File: config.mk
export PLATFORM = sky130hd
export DESIGN_NAME = rqs_top
export DESIGN_NICKNAME = d
export VERILOG_FILES = /design/src/rtl/rqs_pkg.sv /design/src/rtl/rqs_ref_mon.sv /design/src/rtl/rqs_top.sv
export SDC_FILE = /design/constraint.sdc
export NUM_CORES = 2
export LEC_CHECK = 0
export ABC_AREA = 1
export BUFFER_PORTS_ARGS = -buffer_cell sky130_fd_sc_hd__buf_2
export CORE_UTILIZATION = 60
export CTS_CLUSTER_DIAMETER = 200
export DETAILED_ROUTE_END_ITERATION = 7
export GPL_TIMING_DRIVEN = 0
export PLACE_DENSITY = 0.8
export SLEW_MARGIN = 15
export SYNTH_ARGS = -nofsm -noshare
export SYNTH_HDL_FRONTEND = slang
export SYNTH_SLANG_ARGS = --single-unit
export TNS_END_PERCENT = 20
File: constraint.sdc
create_clock -name hclk -period 6.7 [get_ports hclk]
set_input_delay 1.34 -clock hclk [delete_from_list [all_inputs] [get_ports hclk]]
set_output_delay 1.34 -clock hclk [all_outputs]
set_load 0.03 [all_outputs]
File: src/rtl/rqs_pkg.sv
`default_nettype none
package rqs_pkg;
  // instance counts
  localparam int NUM_IN   = 4;
  localparam int NUM_OUT  = 4;
  localparam int NUM_LOOP = 3;
  localparam int NUM_PIN  = 2;
  localparam int NUM_SRC  = 8;
  // register byte offsets
  localparam logic [7:0] A_CTRL = 8'h00;
  localparam logic [7:0] A_STAT = 8'h04;
  localparam logic [7:0] A_MON  = 8'h08;
  localparam logic [7:0] A_NOM  = 8'h0c;
  localparam logic [7:0] A_FTHR = 8'h10;
  localparam logic [7:0] A_WIN  = 8'h14;
  localparam logic [7:0] A_PPS  = 8'h18;
  localparam logic [7:0] A_SEL  = 8'h1c;
  localparam logic [7:0] A_LOCK = 8'h20;
  localparam logic [7:0] A_STEP = 8'h24;
  localparam logic [7:0] A_HIST = 8'h28;
  localparam logic [7:0] A_DCO  = 8'h2c;
  localparam logic [7:0] A_OUT  = 8'h30;
  localparam logic [7:0] A_PIN  = 8'h34;
  localparam logic [7:0] A_INT  = 8'h38;
  // control bit positions
  localparam int C_SRST = 0;
  localparam int C_SYNC = 1;
  localparam int C_DCO  = 2;
  localparam int C_PINS = 3;
  localparam int C_HIST = 4;
  // output config field positions
  localparam int O_GRP  = 0;
  localparam int O_MA   = 8;
  localparam int O_MD   = 12;
  localparam int O_CASC = 16;
  // reset values
  localparam logic [19:0] RST_MON  = 20'h0ffff;
  localparam logic [15:0] RST_NOM  = 16'h0064;
  localparam logic [31:0] RST_FTHR = 32'h0004_0002;
  localparam logic [31:0] RST_WIN  = 32'h00c8_0032;
  localparam logic [31:0] RST_PPS  = 32'h000a_0004;
  localparam logic [31:0] RST_LOCK = 32'h2010_2010;
  // 1 us time base for the validation timer
  localparam int CLK_HZ   = 40_000_000;
  localparam int TICK_NS  = 1000;
  localparam int TICK_CYC = TICK_NS / (1_000_000_000 / CLK_HZ);
  // operating state after reset
  typedef enum logic [0:0] {
    RQS_IDLE = 1'b0,
    RQS_RUN  = 1'b1
  } rqs_run_e;
endpackage
`default_nettype wire

File: src/rtl/rqs_ref_mon.sv
`default_nettype none
// qualifies one reference input from its edge timing
module rqs_ref_mon #(
  parameter int CW = 16
) (
  input  wire logic          hclk,
  input  wire logic          hresetn,
  input  wire logic          clr,
  input  wire logic          edge_p,
  input  wire logic          tick,
  input  wire logic [3:0]    mon_en,
  input  wire logic          pps_mode,
  input  wire logic [CW-1:0] nominal,
  input  wire logic [CW-1:0] thr_valid,
  input  wire logic [CW-1:0] thr_invalid,
  input  wire logic [CW-1:0] t_early,
  input  wire logic [CW-1:0] t_late,
  input  wire logic [CW-1:0] pps_jit,
  input  wire logic [CW-1:0] vtime,
  output logic               eligible,
  output logic               qualified
);
  typedef struct packed {
    logic [CW-1:0] per;   // cycles since last edge
    logic [CW-1:0] vt;    // validation time elapsed
    logic          fok;   // frequency in range
    logic          late;  // pulse missing
    logic          runt;  // pulse too early
    logic          pbad;  // 1pps phase off
    logic          elig;  // ready for selection
  } rqs_mon_s;
  rqs_mon_s r;       // state
  rqs_mon_s next_r;  // next state
  logic [CW-1:0] dev;  // distance of period from nominal
  logic          qual; // all enabled monitors agree
  // period deviation and combined qualification
  always_comb begin
    dev = (r.per > nominal) ? r.per - nominal : nominal - r.per;
    qual = (!mon_en[0] || r.fok) && (!mon_en[1] || !r.late) &&
           (!mon_en[2] || !r.runt) && (!mon_en[3] || !r.pbad);
  end
  // next state
  always_comb begin
    next_r = r;
    if (r.per != '1) begin
      next_r.per = r.per + 1'b1;
    end
    if (r.per > t_late) begin
      next_r.late = 1'b1;
    end
    if (edge_p) begin
      next_r.per  = '0;
      next_r.late = 1'b0;
      next_r.runt = r.per < t_early;
      next_r.pbad = pps_mode && (dev > pps_jit);
      if (dev <= thr_valid) begin
        next_r.fok = 1'b1;
      end else if (dev > thr_invalid) begin
        next_r.fok = 1'b0;
      end
    end
    // validation timer restarts on any disqualification
    if (!qual) begin
      next_r.vt   = '0;
      next_r.elig = 1'b0;
    end else if (r.vt >= vtime) begin
      next_r.elig = 1'b1;
    end else if (tick) begin
      next_r.vt = r.vt + 1'b1;
    end
    if (clr) begin
      next_r = '0;
    end
  end
  // state register
  always_ff @(posedge hclk or negedge hresetn) begin
    if (!hresetn) begin
      r <= '0;
    end else begin
      r <= next_r;
    end
  end
  assign eligible  = r.elig;
  assign qualified = qual;
endmodule
`default_nettype wire

File: src/rtl/rqs_top.sv
// Our own choices: the register addresses and the AHB-Lite register port.
`default_nettype none
// supervision and control of the reference, loop and output logic
module rqs_top #(
  parameter int NIN  = rqs_pkg::NUM_IN,
  parameter int NOUT = rqs_pkg::NUM_OUT,
  parameter int NLP  = rqs_pkg::NUM_LOOP
) (
  input  wire logic            hclk,
  input  wire logic            hresetn,
  input  wire logic            hsel,
  input  wire logic [7:0]      haddr,
  input  wire logic [1:0]      htrans,
  input  wire logic            hwrite,
  input  wire logic [2:0]      hsize,
  input  wire logic [31:0]     hwdata,
  input  wire logic            hready,
  output logic [31:0]          hrdata,
  output logic                 hreadyout,
  output logic                 hresp,
  input  wire logic            interface_select_strap_pin,
  input  wire logic            freq_step_trigger,
  input  wire logic            freq_step_direction,
  input  wire logic [NIN-1:0]  ref_in,
  input  wire logic            apll_locked,
  input  wire logic [15:0]     loop_freq_err,
  input  wire logic [15:0]     loop_phase_err,
  input  wire logic [23:0]     tuning_word,
  output logic                 host_if_spi,
  output logic                 running,
  output logic [NLP-1:0]       loop_ref_cascade,
  output logic [1:0]           ref_select,
  output logic                 ref_select_valid,
  output logic [31:0]          dco_offset,
  output logic [NOUT-1:0]      out_div_reset,
  output logic [NOUT-1:0]      out_mute,
  output logic [1:0]           status_pin_o,
  output logic [1:0]           status_pin_oe,
  output logic                 int_flag
);
  typedef struct packed {
    rqs_pkg::rqs_run_e run;  // idle until soft reset
    logic            strap;  // strap captured once
    logic            spi;    // host interface choice
    logic [1:0]      st_s;   // strap synchroniser
    logic [2:0]      tg_s;   // trigger sync and delay
    logic [1:0]      dr_s;   // direction synchroniser
    logic [NIN-1:0]  rf1;    // ref sync stage 1
    logic [NIN-1:0]  rf2;    // ref sync stage 2
    logic [NIN-1:0]  rf3;    // ref edge delay
    logic [1:0]      al_s;   // analog lock synchroniser
    logic [5:0]      tcnt;   // time base divider
    logic            tick;   // 1 us enable
    logic [4:0]      ctrl;   // control bits
    logic [19:0]     mon;    // monitor enables, pps
    logic [15:0]     nom;    // nominal period
    logic [31:0]     fthr;   // invalid, valid thresholds
    logic [31:0]     win;    // late, early windows
    logic [31:0]     pps;    // validation time, jitter
    logic [10:0]     selc;   // priorities, manual, mode
    logic [31:0]     lock;   // lock thresholds
    logic [23:0]     step;   // step size in ppb
    logic [23:0]     hist;   // tuning word history
    logic [31:0]     dco;    // accumulated offset
    logic [16:0]     outc;   // groups, mutes, cascade
    logic [9:0]      pinc;   // status pin setup
    logic [7:0]      intc;   // polarity, mask
    logic            flock;  // frequency locked
    logic            plock;  // phase locked
    logic [1:0]      sel;    // selected input
    logic            selv;   // selection valid
    logic [NOUT-1:0] divr;   // divider reset
    logic [NOUT-1:0] mute;   // muted outputs
    logic [1:0]      pv;     // status pin values
    logic            intf;   // interrupt flag
    logic            rdp;    // read data phase
    logic            wrp;    // write data phase
    logic [7:0]      addr;   // latched address
    logic [31:0]     rdat;   // read data
  } rqs_top_s;
  rqs_top_s r;       // state
  rqs_top_s next_r;  // next state
  logic [NIN-1:0]  elig;    // inputs ready for selection
  logic [NIN-1:0]  qual;    // inputs currently qualified
  localparam int NUM_SRC = rqs_pkg::NUM_SRC;
  logic [NUM_SRC-1:0] src;  // interrupt sources
  logic [NUM_SRC-1:0] sig;  // status signal set
  logic [31:0]     rmux;    // register read value
  logic            pick_ok; // a candidate exists
  logic [1:0]      pick;    // best candidate
  logic [1:0]      best;    // best priority seen
  logic            trig_p;  // step trigger edge
  logic [2:0]      ps;      // status pin selector
  // per-input monitors
  genvar gi;
  generate
    for (gi = 0; gi < NIN; gi++) begin : g_mon
      rqs_ref_mon #(.CW(16)) rqs_ref_mon_i (
        .hclk        (hclk),
        .hresetn     (hresetn),
        .clr         (r.run == rqs_pkg::RQS_IDLE),
        .edge_p      (r.rf2[gi] & ~r.rf3[gi]),
        .tick        (r.tick),
        .mon_en      (r.mon[4*gi +: 4]),
        .pps_mode    (r.mon[16 + gi]),
        .nominal     (r.nom),
        .thr_valid   (r.fthr[15:0]),
        .thr_invalid (r.fthr[31:16]),
        .t_early     (r.win[15:0]),
        .t_late      (r.win[31:16]),
        .pps_jit     (r.pps[15:0]),
        .vtime       (r.pps[31:16]),
        .eligible    (elig[gi]),
        .qualified   (qual[gi])
      );
    end
  endgenerate
  // lowest priority value among eligible inputs wins, index breaks ties
  always_comb begin
    pick_ok = 1'b0;
    pick    = 2'h0;
    best    = 2'h3;
    for (int i = 0; i < NIN; i++) begin
      if (elig[i] && (!pick_ok || r.selc[3+2*i +: 2] < best)) begin
        pick_ok = 1'b1;
        pick    = 2'(i);
        best    = r.selc[3+2*i +: 2];
      end
    end
  end
  // interrupt sources and status signals
  always_comb begin
    src = {~r.al_s[1], ~r.plock, ~r.flock, ~r.selv, ~elig};
    sig = {r.intf, r.al_s[1], r.plock, r.flock, r.selv, elig[2:0]};
    trig_p = r.tg_s[1] & ~r.tg_s[2];
  end
  // register read multiplexer
  always_comb begin
    rmux = 32'h0000_0000;
    if (r.addr == rqs_pkg::A_CTRL) begin
      rmux[4:0] = r.ctrl;
    end else if (r.addr == rqs_pkg::A_STAT) begin
      rmux = {16'h0000, r.flock, r.plock, r.selv, r.sel, r.al_s[1],
              r.run, r.spi, qual, elig};
    end else if (r.addr == rqs_pkg::A_MON) begin
      rmux[19:0] = r.mon;
    end else if (r.addr == rqs_pkg::A_NOM) begin
      rmux[15:0] = r.nom;
    end else if (r.addr == rqs_pkg::A_FTHR) begin
      rmux = r.fthr;
    end else if (r.addr == rqs_pkg::A_WIN) begin
      rmux = r.win;
    end else if (r.addr == rqs_pkg::A_PPS) begin
      rmux = r.pps;
    end else if (r.addr == rqs_pkg::A_SEL) begin
      rmux[10:0] = r.selc;
    end else if (r.addr == rqs_pkg::A_LOCK) begin
      rmux = r.lock;
    end else if (r.addr == rqs_pkg::A_STEP) begin
      rmux[23:0] = r.step;
    end else if (r.addr == rqs_pkg::A_HIST) begin
      rmux[23:0] = r.hist;
    end else if (r.addr == rqs_pkg::A_DCO) begin
      rmux = r.dco;
    end else if (r.addr == rqs_pkg::A_OUT) begin
      rmux[16:0] = r.outc;
    end else if (r.addr == rqs_pkg::A_PIN) begin
      rmux[9:0] = r.pinc;
    end else if (r.addr == rqs_pkg::A_INT) begin
      rmux[7:0] = r.intc;
    end
  end
  // next state
  always_comb begin
    next_r = r;
    ps = 3'h0;
    // synchronisers: stage 1 only feeds stage 2
    next_r.st_s = {r.st_s[0], interface_select_strap_pin};
    next_r.tg_s = {r.tg_s[1:0], freq_step_trigger};
    next_r.dr_s = {r.dr_s[0], freq_step_direction};
    next_r.rf1  = ref_in;
    next_r.rf2  = r.rf1;
    next_r.rf3  = r.rf2;
    next_r.al_s = {r.al_s[0], apll_locked};
    // strap caught once, two cycles after reset release
    if (!r.strap && r.tcnt == 6'h02) begin
      next_r.strap = 1'b1;
      next_r.spi   = r.st_s[1];
    end
    // 1 us time base
    next_r.tick = 1'b0;
    if (r.tcnt == 6'(rqs_pkg::TICK_CYC - 1)) begin
      next_r.tcnt = 6'h00;
      next_r.tick = 1'b1;
    end else begin
      next_r.tcnt = r.tcnt + 6'h01;
    end
    // soft reset bit starts operation, then clears itself
    next_r.ctrl[rqs_pkg::C_SRST] = 1'b0;
    if (r.ctrl[rqs_pkg::C_SRST]) begin
      next_r.run   = rqs_pkg::RQS_RUN;
      next_r.dco   = 32'h0000_0000;
      next_r.flock = 1'b0;
      next_r.plock = 1'b0;
    end
    // selection: auto by priority or manual, valid only when eligible
    if (r.run == rqs_pkg::RQS_RUN) begin
      if (r.selc[0]) begin
        next_r.sel  = r.selc[2:1];
        next_r.selv = elig[r.selc[2:1]];
      end else begin
        next_r.sel  = pick_ok ? pick : r.sel;
        next_r.selv = pick_ok;
      end
    end
    // lock detectors with hysteresis
    if (!r.selv) begin
      next_r.flock = 1'b0;
      next_r.plock = 1'b0;
    end else begin
      if (loop_freq_err[15:8] <= r.lock[7:0]) begin
        next_r.flock = 1'b1;
      end else if (loop_freq_err[15:8] > r.lock[15:8]) begin
        next_r.flock = 1'b0;
      end
      if (loop_phase_err[15:8] <= r.lock[23:16]) begin
        next_r.plock = 1'b1;
      end else if (loop_phase_err[15:8] > r.lock[31:24]) begin
        next_r.plock = 1'b0;
      end
    end
    // tuning word history sampled each microsecond while frequency locked
    if (r.ctrl[rqs_pkg::C_HIST] && r.tick && r.flock) begin
      next_r.hist = tuning_word;
    end
    // frequency steps from the trigger pin
    if (r.ctrl[rqs_pkg::C_DCO] && r.ctrl[rqs_pkg::C_PINS] && trig_p) begin
      if (r.dr_s[1]) begin
        next_r.dco = r.dco - {8'h00, r.step};
      end else begin
        next_r.dco = r.dco + {8'h00, r.step};
      end
    end
    // sync bit holds grouped dividers, release aligns them
    for (int i = 0; i < NOUT; i++) begin
      next_r.divr[i] = r.ctrl[rqs_pkg::C_SYNC] &&
                       (r.outc[rqs_pkg::O_GRP+2*i +: 2] != 2'h0);
      next_r.mute[i] = (r.run == rqs_pkg::RQS_IDLE) ||
        (r.outc[rqs_pkg::O_MA+i] && !r.al_s[1]) ||
        (r.outc[rqs_pkg::O_MD+i] && !r.flock);
    end
    // status pins from registered signals
    for (int p = 0; p < 2; p++) begin
      ps = r.pinc[5*p +: 3];
      next_r.pv[p] = sig[ps] ^ r.pinc[5*p+3];
    end
    next_r.intf = (|(src[6:0] & r.intc[6:0])) ^ r.intc[7];
    // bus data phase: writes land, reads load data
    if (r.wrp) begin
      next_r.wrp = 1'b0;
      if (r.addr == rqs_pkg::A_CTRL) begin
        next_r.ctrl = hwdata[4:0];
      end else if (r.addr == rqs_pkg::A_MON) begin
        next_r.mon = hwdata[19:0];
      end else if (r.addr == rqs_pkg::A_NOM) begin
        next_r.nom = hwdata[15:0];
      end else if (r.addr == rqs_pkg::A_FTHR) begin
        next_r.fthr = hwdata;
      end else if (r.addr == rqs_pkg::A_WIN) begin
        next_r.win = hwdata;
      end else if (r.addr == rqs_pkg::A_PPS) begin
        next_r.pps = hwdata;
      end else if (r.addr == rqs_pkg::A_SEL) begin
        next_r.selc = hwdata[10:0];
      end else if (r.addr == rqs_pkg::A_LOCK) begin
        next_r.lock = hwdata;
      end else if (r.addr == rqs_pkg::A_STEP) begin
        next_r.step = hwdata[23:0];
      end else if (r.addr == rqs_pkg::A_OUT) begin
        next_r.outc = hwdata[16:0];
      end else if (r.addr == rqs_pkg::A_PIN) begin
        next_r.pinc = hwdata[9:0];
      end else if (r.addr == rqs_pkg::A_INT) begin
        next_r.intc = hwdata[7:0];
      end
    end
    if (r.rdp) begin
      next_r.rdp  = 1'b0;
      next_r.rdat = rmux;
    end
    // address phase accepted when the bus is ready
    if (hready && hsel && htrans[1]) begin
      next_r.addr = {haddr[7:2], 2'b00};
      next_r.wrp  = hwrite;
      next_r.rdp  = !hwrite;
    end
  end
  // state register
  always_ff @(posedge hclk or negedge hresetn) begin
    if (!hresetn) begin
      r      <= '0;
      r.mon  <= rqs_pkg::RST_MON;
      r.nom  <= rqs_pkg::RST_NOM;
      r.fthr <= rqs_pkg::RST_FTHR;
      r.win  <= rqs_pkg::RST_WIN;
      r.pps  <= rqs_pkg::RST_PPS;
      r.lock <= rqs_pkg::RST_LOCK;
      r.mute <= '1;
    end else begin
      r <= next_r;
    end
  end
  // outputs
  assign hrdata           = r.rdat;
  assign hreadyout        = !r.rdp;
  assign hresp            = 1'b0;
  assign host_if_spi      = r.spi;
  assign running          = (r.run == rqs_pkg::RQS_RUN);
  assign loop_ref_cascade = {NLP{r.outc[rqs_pkg::O_CASC]}};
  assign ref_select       = r.sel;
  assign ref_select_valid = r.selv;
  assign dco_offset       = r.dco;
  assign out_div_reset    = r.divr;
  assign out_mute         = r.mute;
  // open drain pulls low only; push-pull always drives
  assign status_pin_o  = r.pv & ~{r.pinc[9], r.pinc[4]};
  assign status_pin_oe = ~({r.pinc[9], r.pinc[4]} & r.pv);
  assign int_flag      = r.intf;
endmodule
`default_nettype wire

==> metrics.md <==
| Metric | Value |
|---|---|
| Period utilisation layout | `85.2%` |
| Sequential share of power | `31.2%` |
| Peak supply drop | `221 uV` |
| TritonCTS buffer count | `60` |
| Vertical die dimension | `267 um` |
| Number of maximum-capacitance violations | `0` |
| Global-route usage over all layers | `45.5%` |
| Layout-stage area growth over the synthesis result | `10.4%` |
| Area taken by multi-input logic gates | `24800 um2` |
| Number of antenna violations at the first check in global routing | `11` |
| Count of input and output buffers | `177` |
| Reg-to-reg critical path startpoint | `r[321]$_DFFE_PN0P_` |
| Vias per std cell | `6.29` |
| CP Capture Point | `g_mon[2].rqs_ref_mon_i.r[4]$_DFFE_PN0P_` |
| Routed wire length | `164 mm` |
| Clock transition at the registers of the reported paths | `0.07 ns` |
| Slew at the pin closest to its max-slew limit | `1.14 ns` |
| Outcome | `finished, violations left` |
| Total power density per cell area | `289 nW/um2` |
| Hold Crit Depth | `0` |
| P_sw | `5.82 mW` |
| Int Pwr | `7.62 mW` |
| Count of TritonRoute iterations in the first routing pass | `8` |
| Initial core utilization | `61.0%` |
| Hold Violations, Final | `0` |
| Main flop type after synthesis | `sky130_fd_sc_hd__dfrtp_1` |
| Proportion of power drawn by combinational gates | `42.0%` |
| Async set-reset flop share out of synthesis | `100%` |
| Final critical-path required period | `5.71 ns` |
| Startpoint kind of the worst setup timing path | `flop` |
| Filler Cell Count | `6092` |
| Maximum buffer depth of the clock tree | `3` |
| Net total in the final layout | `6357` |
| Total negative slack | `0 ns` |
| Total of cells resized after clock tree synthesis | `0` |
| Worst clock skew | `0.0476 ns` |
| Launch point of the critical path | `r[321]$_DFFE_PN0P_` |
| Crit path setup slack, layout | `0.989 ns` |
| Synth area leaders | `sky130_fd_sc_hd__dfrtp_1 (29%), sky130_fd_sc_hd__ha_1 (17%), sky130_fd_sc_hd__nand2_1 (8.9%), sky130_fd_sc_hd__inv_1 (6.2%), sky130_fd_sc_hd__a21oi_1 (5.9%)` |
| Share of layout cells above drive strength 1 | `10.6%` |
| Flop2flop setup slack | `0.99 ns` |
| Arrival time of the worst setup path | `6.31 ns` |
| Max transition margin | `24.0%` |
| Wire length of the first global-routing pass | `239 mm` |
| Die outline area | `71200 um2` |
| Synthesized instance count | `5409` |
| Type of the tightest min-delay check | `flop to flop` |
| RSZ-0062 raised after global routing | `no` |
| Drt drc | `2` |
| Maximum level of the CTS H-tree | `2` |
| Row count | `96` |
| Post-Synthesis Net Count | `6113` |
| Remaining global-route overflow | `0` |
| Placeable core region | `68900 um2` |
| Final Non-Filler Cells | `6646` |
| Most frequent standard cell in the layout excluding fill and tap cells | `sky130_fd_sc_hd__nand2_1` |
| Width of the die | `267 um` |
| Max Fclk | `175 MHz` |
| Finished Core Util | `67.4%` |
| Num ports | `201` |
| EDFF count, synth | `0` |
| Number of setup buffers added after CTS | `0` |
| CTS Hold Bufs | `0` |
| Placer Congestion | `1.04` |
| Top cell type's share of synthesized area | `29.3%` |
| Post-DRT Antenna Nets | `0` |
| Register area share after synthesis | `31.6%` |
| Library cell occupying the most area in the post-synthesis netlist | `sky130_fd_sc_hd__dfrtp_1` |
| Highest-count cells in the layout ignoring fill and taps | `sky130_fd_sc_hd__nand2_1 (993), sky130_fd_sc_hd__inv_1 (695), sky130_fd_sc_hd__ha_1 (581), sky130_fd_sc_hd__a21oi_1 (495), sky130_fd_sc_hd__o21ai_0 (494)` |
| Sequential cell area | `13300 um2` |
| Count of endpoints failing setup in the final report | `0` |
| CTS Sinks | `530` |
| Path depth of the worst reg2reg path | `23` |
| Worst path required time | `7.30 ns` |
| Violated checks | `design-rule violations` |
| Crit end category | `flop` |
| Relative contribution of the clock network to total power | `26.8%` |
| Post-DP HPWL | `128 mm` |
| Latest clock arrival within the worst-skew pair | `0.67 ns` |
| Clock root buffer | `sky130_fd_sc_hd__clkbuf_16` |
| Initial DRC Count | `5890` |
| Count of synthesis-stage warnings from yosys | `0` |
| Post-synthesis register bit count | `530` |
| Total number of vias | `41.8k` |
| Pin count of the biggest net entering global routing | `101` |
| Post-synth cell types | `81` |
| Switching part of the total power | `43.3%` |
| Largest driver fanout on the critical path | `10` |
| Classification of the worst setup path | `flop to flop` |
| Clock tree from TritonCTS | `built` |
| Cell Count Post-Placement | `6522` |
| Worst setup slack after placement | `1.35 ns` |
| Tightest hold margin | `0.348 ns` |
| Critical register-to-register path endpoint | `g_mon[2].rqs_ref_mon_i.r[4]$_DFFE_PN0P_` |
| Average wire per cell in the routed design | `24.7 um` |
| Post-synthesis instance area | `42100 um2` |
| Pleak | `24.3 nW` |
| Via count of the first global-routing pass | `38.6k` |
| Max Slew Vio Count | `0` |
| Average cell area after synthesis | `7.78 um2` |
## critical path, stage by stage (launching register included)
cell	delay [ns]
sky130_fd_sc_hd__dfrtp_1	1.06
sky130_fd_sc_hd__inv_1	0.73
sky130_fd_sc_hd__ha_1	0.58
sky130_fd_sc_hd__a21o_1	0.24
sky130_fd_sc_hd__a21oi_1	0.20
sky130_fd_sc_hd__o21ai_0	0.11
sky130_fd_sc_hd__nand3_1	0.09
sky130_fd_sc_hd__nand3_1	0.09
sky130_fd_sc_hd__nand2_2	0.21
sky130_fd_sc_hd__buf_2	0.29
sky130_fd_sc_hd__nand2_1	0.08
sky130_fd_sc_hd__nand2_1	0.09
sky130_fd_sc_hd__xnor2_1	0.18
sky130_fd_sc_hd__inv_1	0.19
sky130_fd_sc_hd__ha_1	0.33
sky130_fd_sc_hd__nand2_1	0.07
sky130_fd_sc_hd__inv_1	0.05
sky130_fd_sc_hd__a221oi_1	0.33
sky130_fd_sc_hd__nor2_1	0.06
sky130_fd_sc_hd__o21ai_0	0.21
sky130_fd_sc_hd__o2111ai_1	0.15
sky130_fd_sc_hd__o311ai_0	0.12
sky130_fd_sc_hd__nand3_1	0.11
sky130_fd_sc_hd__nand2_1	0.09
## layer usage
metal	vias up	wire length (um)	track usage, %
li1	18900	-	-
met5	-	27	0
met2	2623	66200	63.9
met3	525	22800	14.8
met1	19700	65200	61.6
met4	4	9820	24.7
## cell usage after synthesis (21+ instances only)
cell	number
sky130_fd_sc_hd__dfstp_2	38
sky130_fd_sc_hd__ha_1	581
sky130_fd_sc_hd__xnor2_1	37
sky130_fd_sc_hd__nor3_1	106
sky130_fd_sc_hd__mux2_2	32
sky130_fd_sc_hd__o2111ai_1	30
sky130_fd_sc_hd__nand3_1	153
sky130_fd_sc_hd__o21ai_1	68
sky130_fd_sc_hd__nor2_1	315
sky130_fd_sc_hd__buf_4	83
sky130_fd_sc_hd__buf_2	36
sky130_fd_sc_hd__nand2_2	23
sky130_fd_sc_hd__nand2_1	993
sky130_fd_sc_hd__inv_2	32
sky130_fd_sc_hd__inv_1	695
sky130_fd_sc_hd__xor2_1	105
sky130_fd_sc_hd__o22ai_1	36
sky130_fd_sc_hd__nand4_1	87
sky130_fd_sc_hd__clkbuf_1	79
sky130_fd_sc_hd__o21ai_0	494
sky130_fd_sc_hd__o21a_1	36
sky130_fd_sc_hd__dfrtp_1	492
sky130_fd_sc_hd__o211ai_1	21
sky130_fd_sc_hd__a221oi_1	35
sky130_fd_sc_hd__o221ai_1	43
sky130_fd_sc_hd__a211oi_1	30
sky130_fd_sc_hd__a21oi_1	495
sky130_fd_sc_hd__a21o_1	27
## through the flow
step	power, mW	instance area, um2
floorplan	7.69	42100
global placement	9.51	44100
detailed placement	9.60	44300
CTS	13.2	46400
global route	14.0	46400
finish	13.4	46400
## registers in the layout, indices dropped and copies added, names as in the netlist
register	flops
r	287
int_flag	1
next_r	13
out_mute	4
host_if_spi	1
ref_select_valid	1
ps	3
g_mon.rqs_ref_mon_i.r	144
hrdata	32
running	1
out_div_reset	4
loop_ref_cascade	1
dco_offset	32
ref_select	2
g_mon.rqs_ref_mon_i.eligible	4
## worst min-delay path by stage
stage                                      from                    end  slack (ns)
after detailed placement  next_r[375]$_DFF_PN0_       r[375]$_DFF_PN0_        0.33
final                     next_r[375]$_DFF_PN0_       r[375]$_DFF_PN0_        0.35
after global placement    next_r[367]$_DFF_PN0_  next_r[363]$_DFF_PN0_        0.33
after CTS                 next_r[375]$_DFF_PN0_       r[375]$_DFF_PN0_        0.35
after global routing      next_r[367]$_DFF_PN0_  next_r[363]$_DFF_PN0_        0.36
after floorplan           next_r[366]$_DFF_PN0_  next_r[362]$_DFF_PN0_        0.33
## kinds of logic (layout without fill, tap and decap cells)
logic type / after synthesis / count (layout) / synth area share (%)
flops: 530 / 530 / 31.6
compound gates: 1414 / 1414 / 19.4
mux: 43 / 43 / 1.17
simple gates: 1751 / 1751 / 17.8
buf+inv: 938 / 1233 / 9.34
xor+xnor: 142 / 142 / 2.96
fa+ha+maj: 590 / 590 / 17.7
other cells: 1 / 12 / 0.00891
## layout make-up
class / count / area share (%)
Antenna cell: 11 / 0.0593
Multi-Input combinational cell: 3941 / 53.5
Inverter: 730 / 5.91
Clock inverter: 29 / 0.948
Clock buffer: 84 / 3.66
Timing Repair Buffer: 182 / 2.22
Sequential cell: 530 / 28.7
Tap cell: 931 / 2.51
Buffer: 208 / 2.56
## power by group through the flow
stage,clock [mW],sequential [mW],combinational [mW]
floorplan,0,3.94,3.75
finish,3.61,4.19,5.63
global placement,0,4.19,5.32
CTS,3.60,4.14,5.44
detailed placement,0,4.19,5.41
global route,3.72,4.20,6.12
Note: power is estimated with default switching activity, not from simulation.
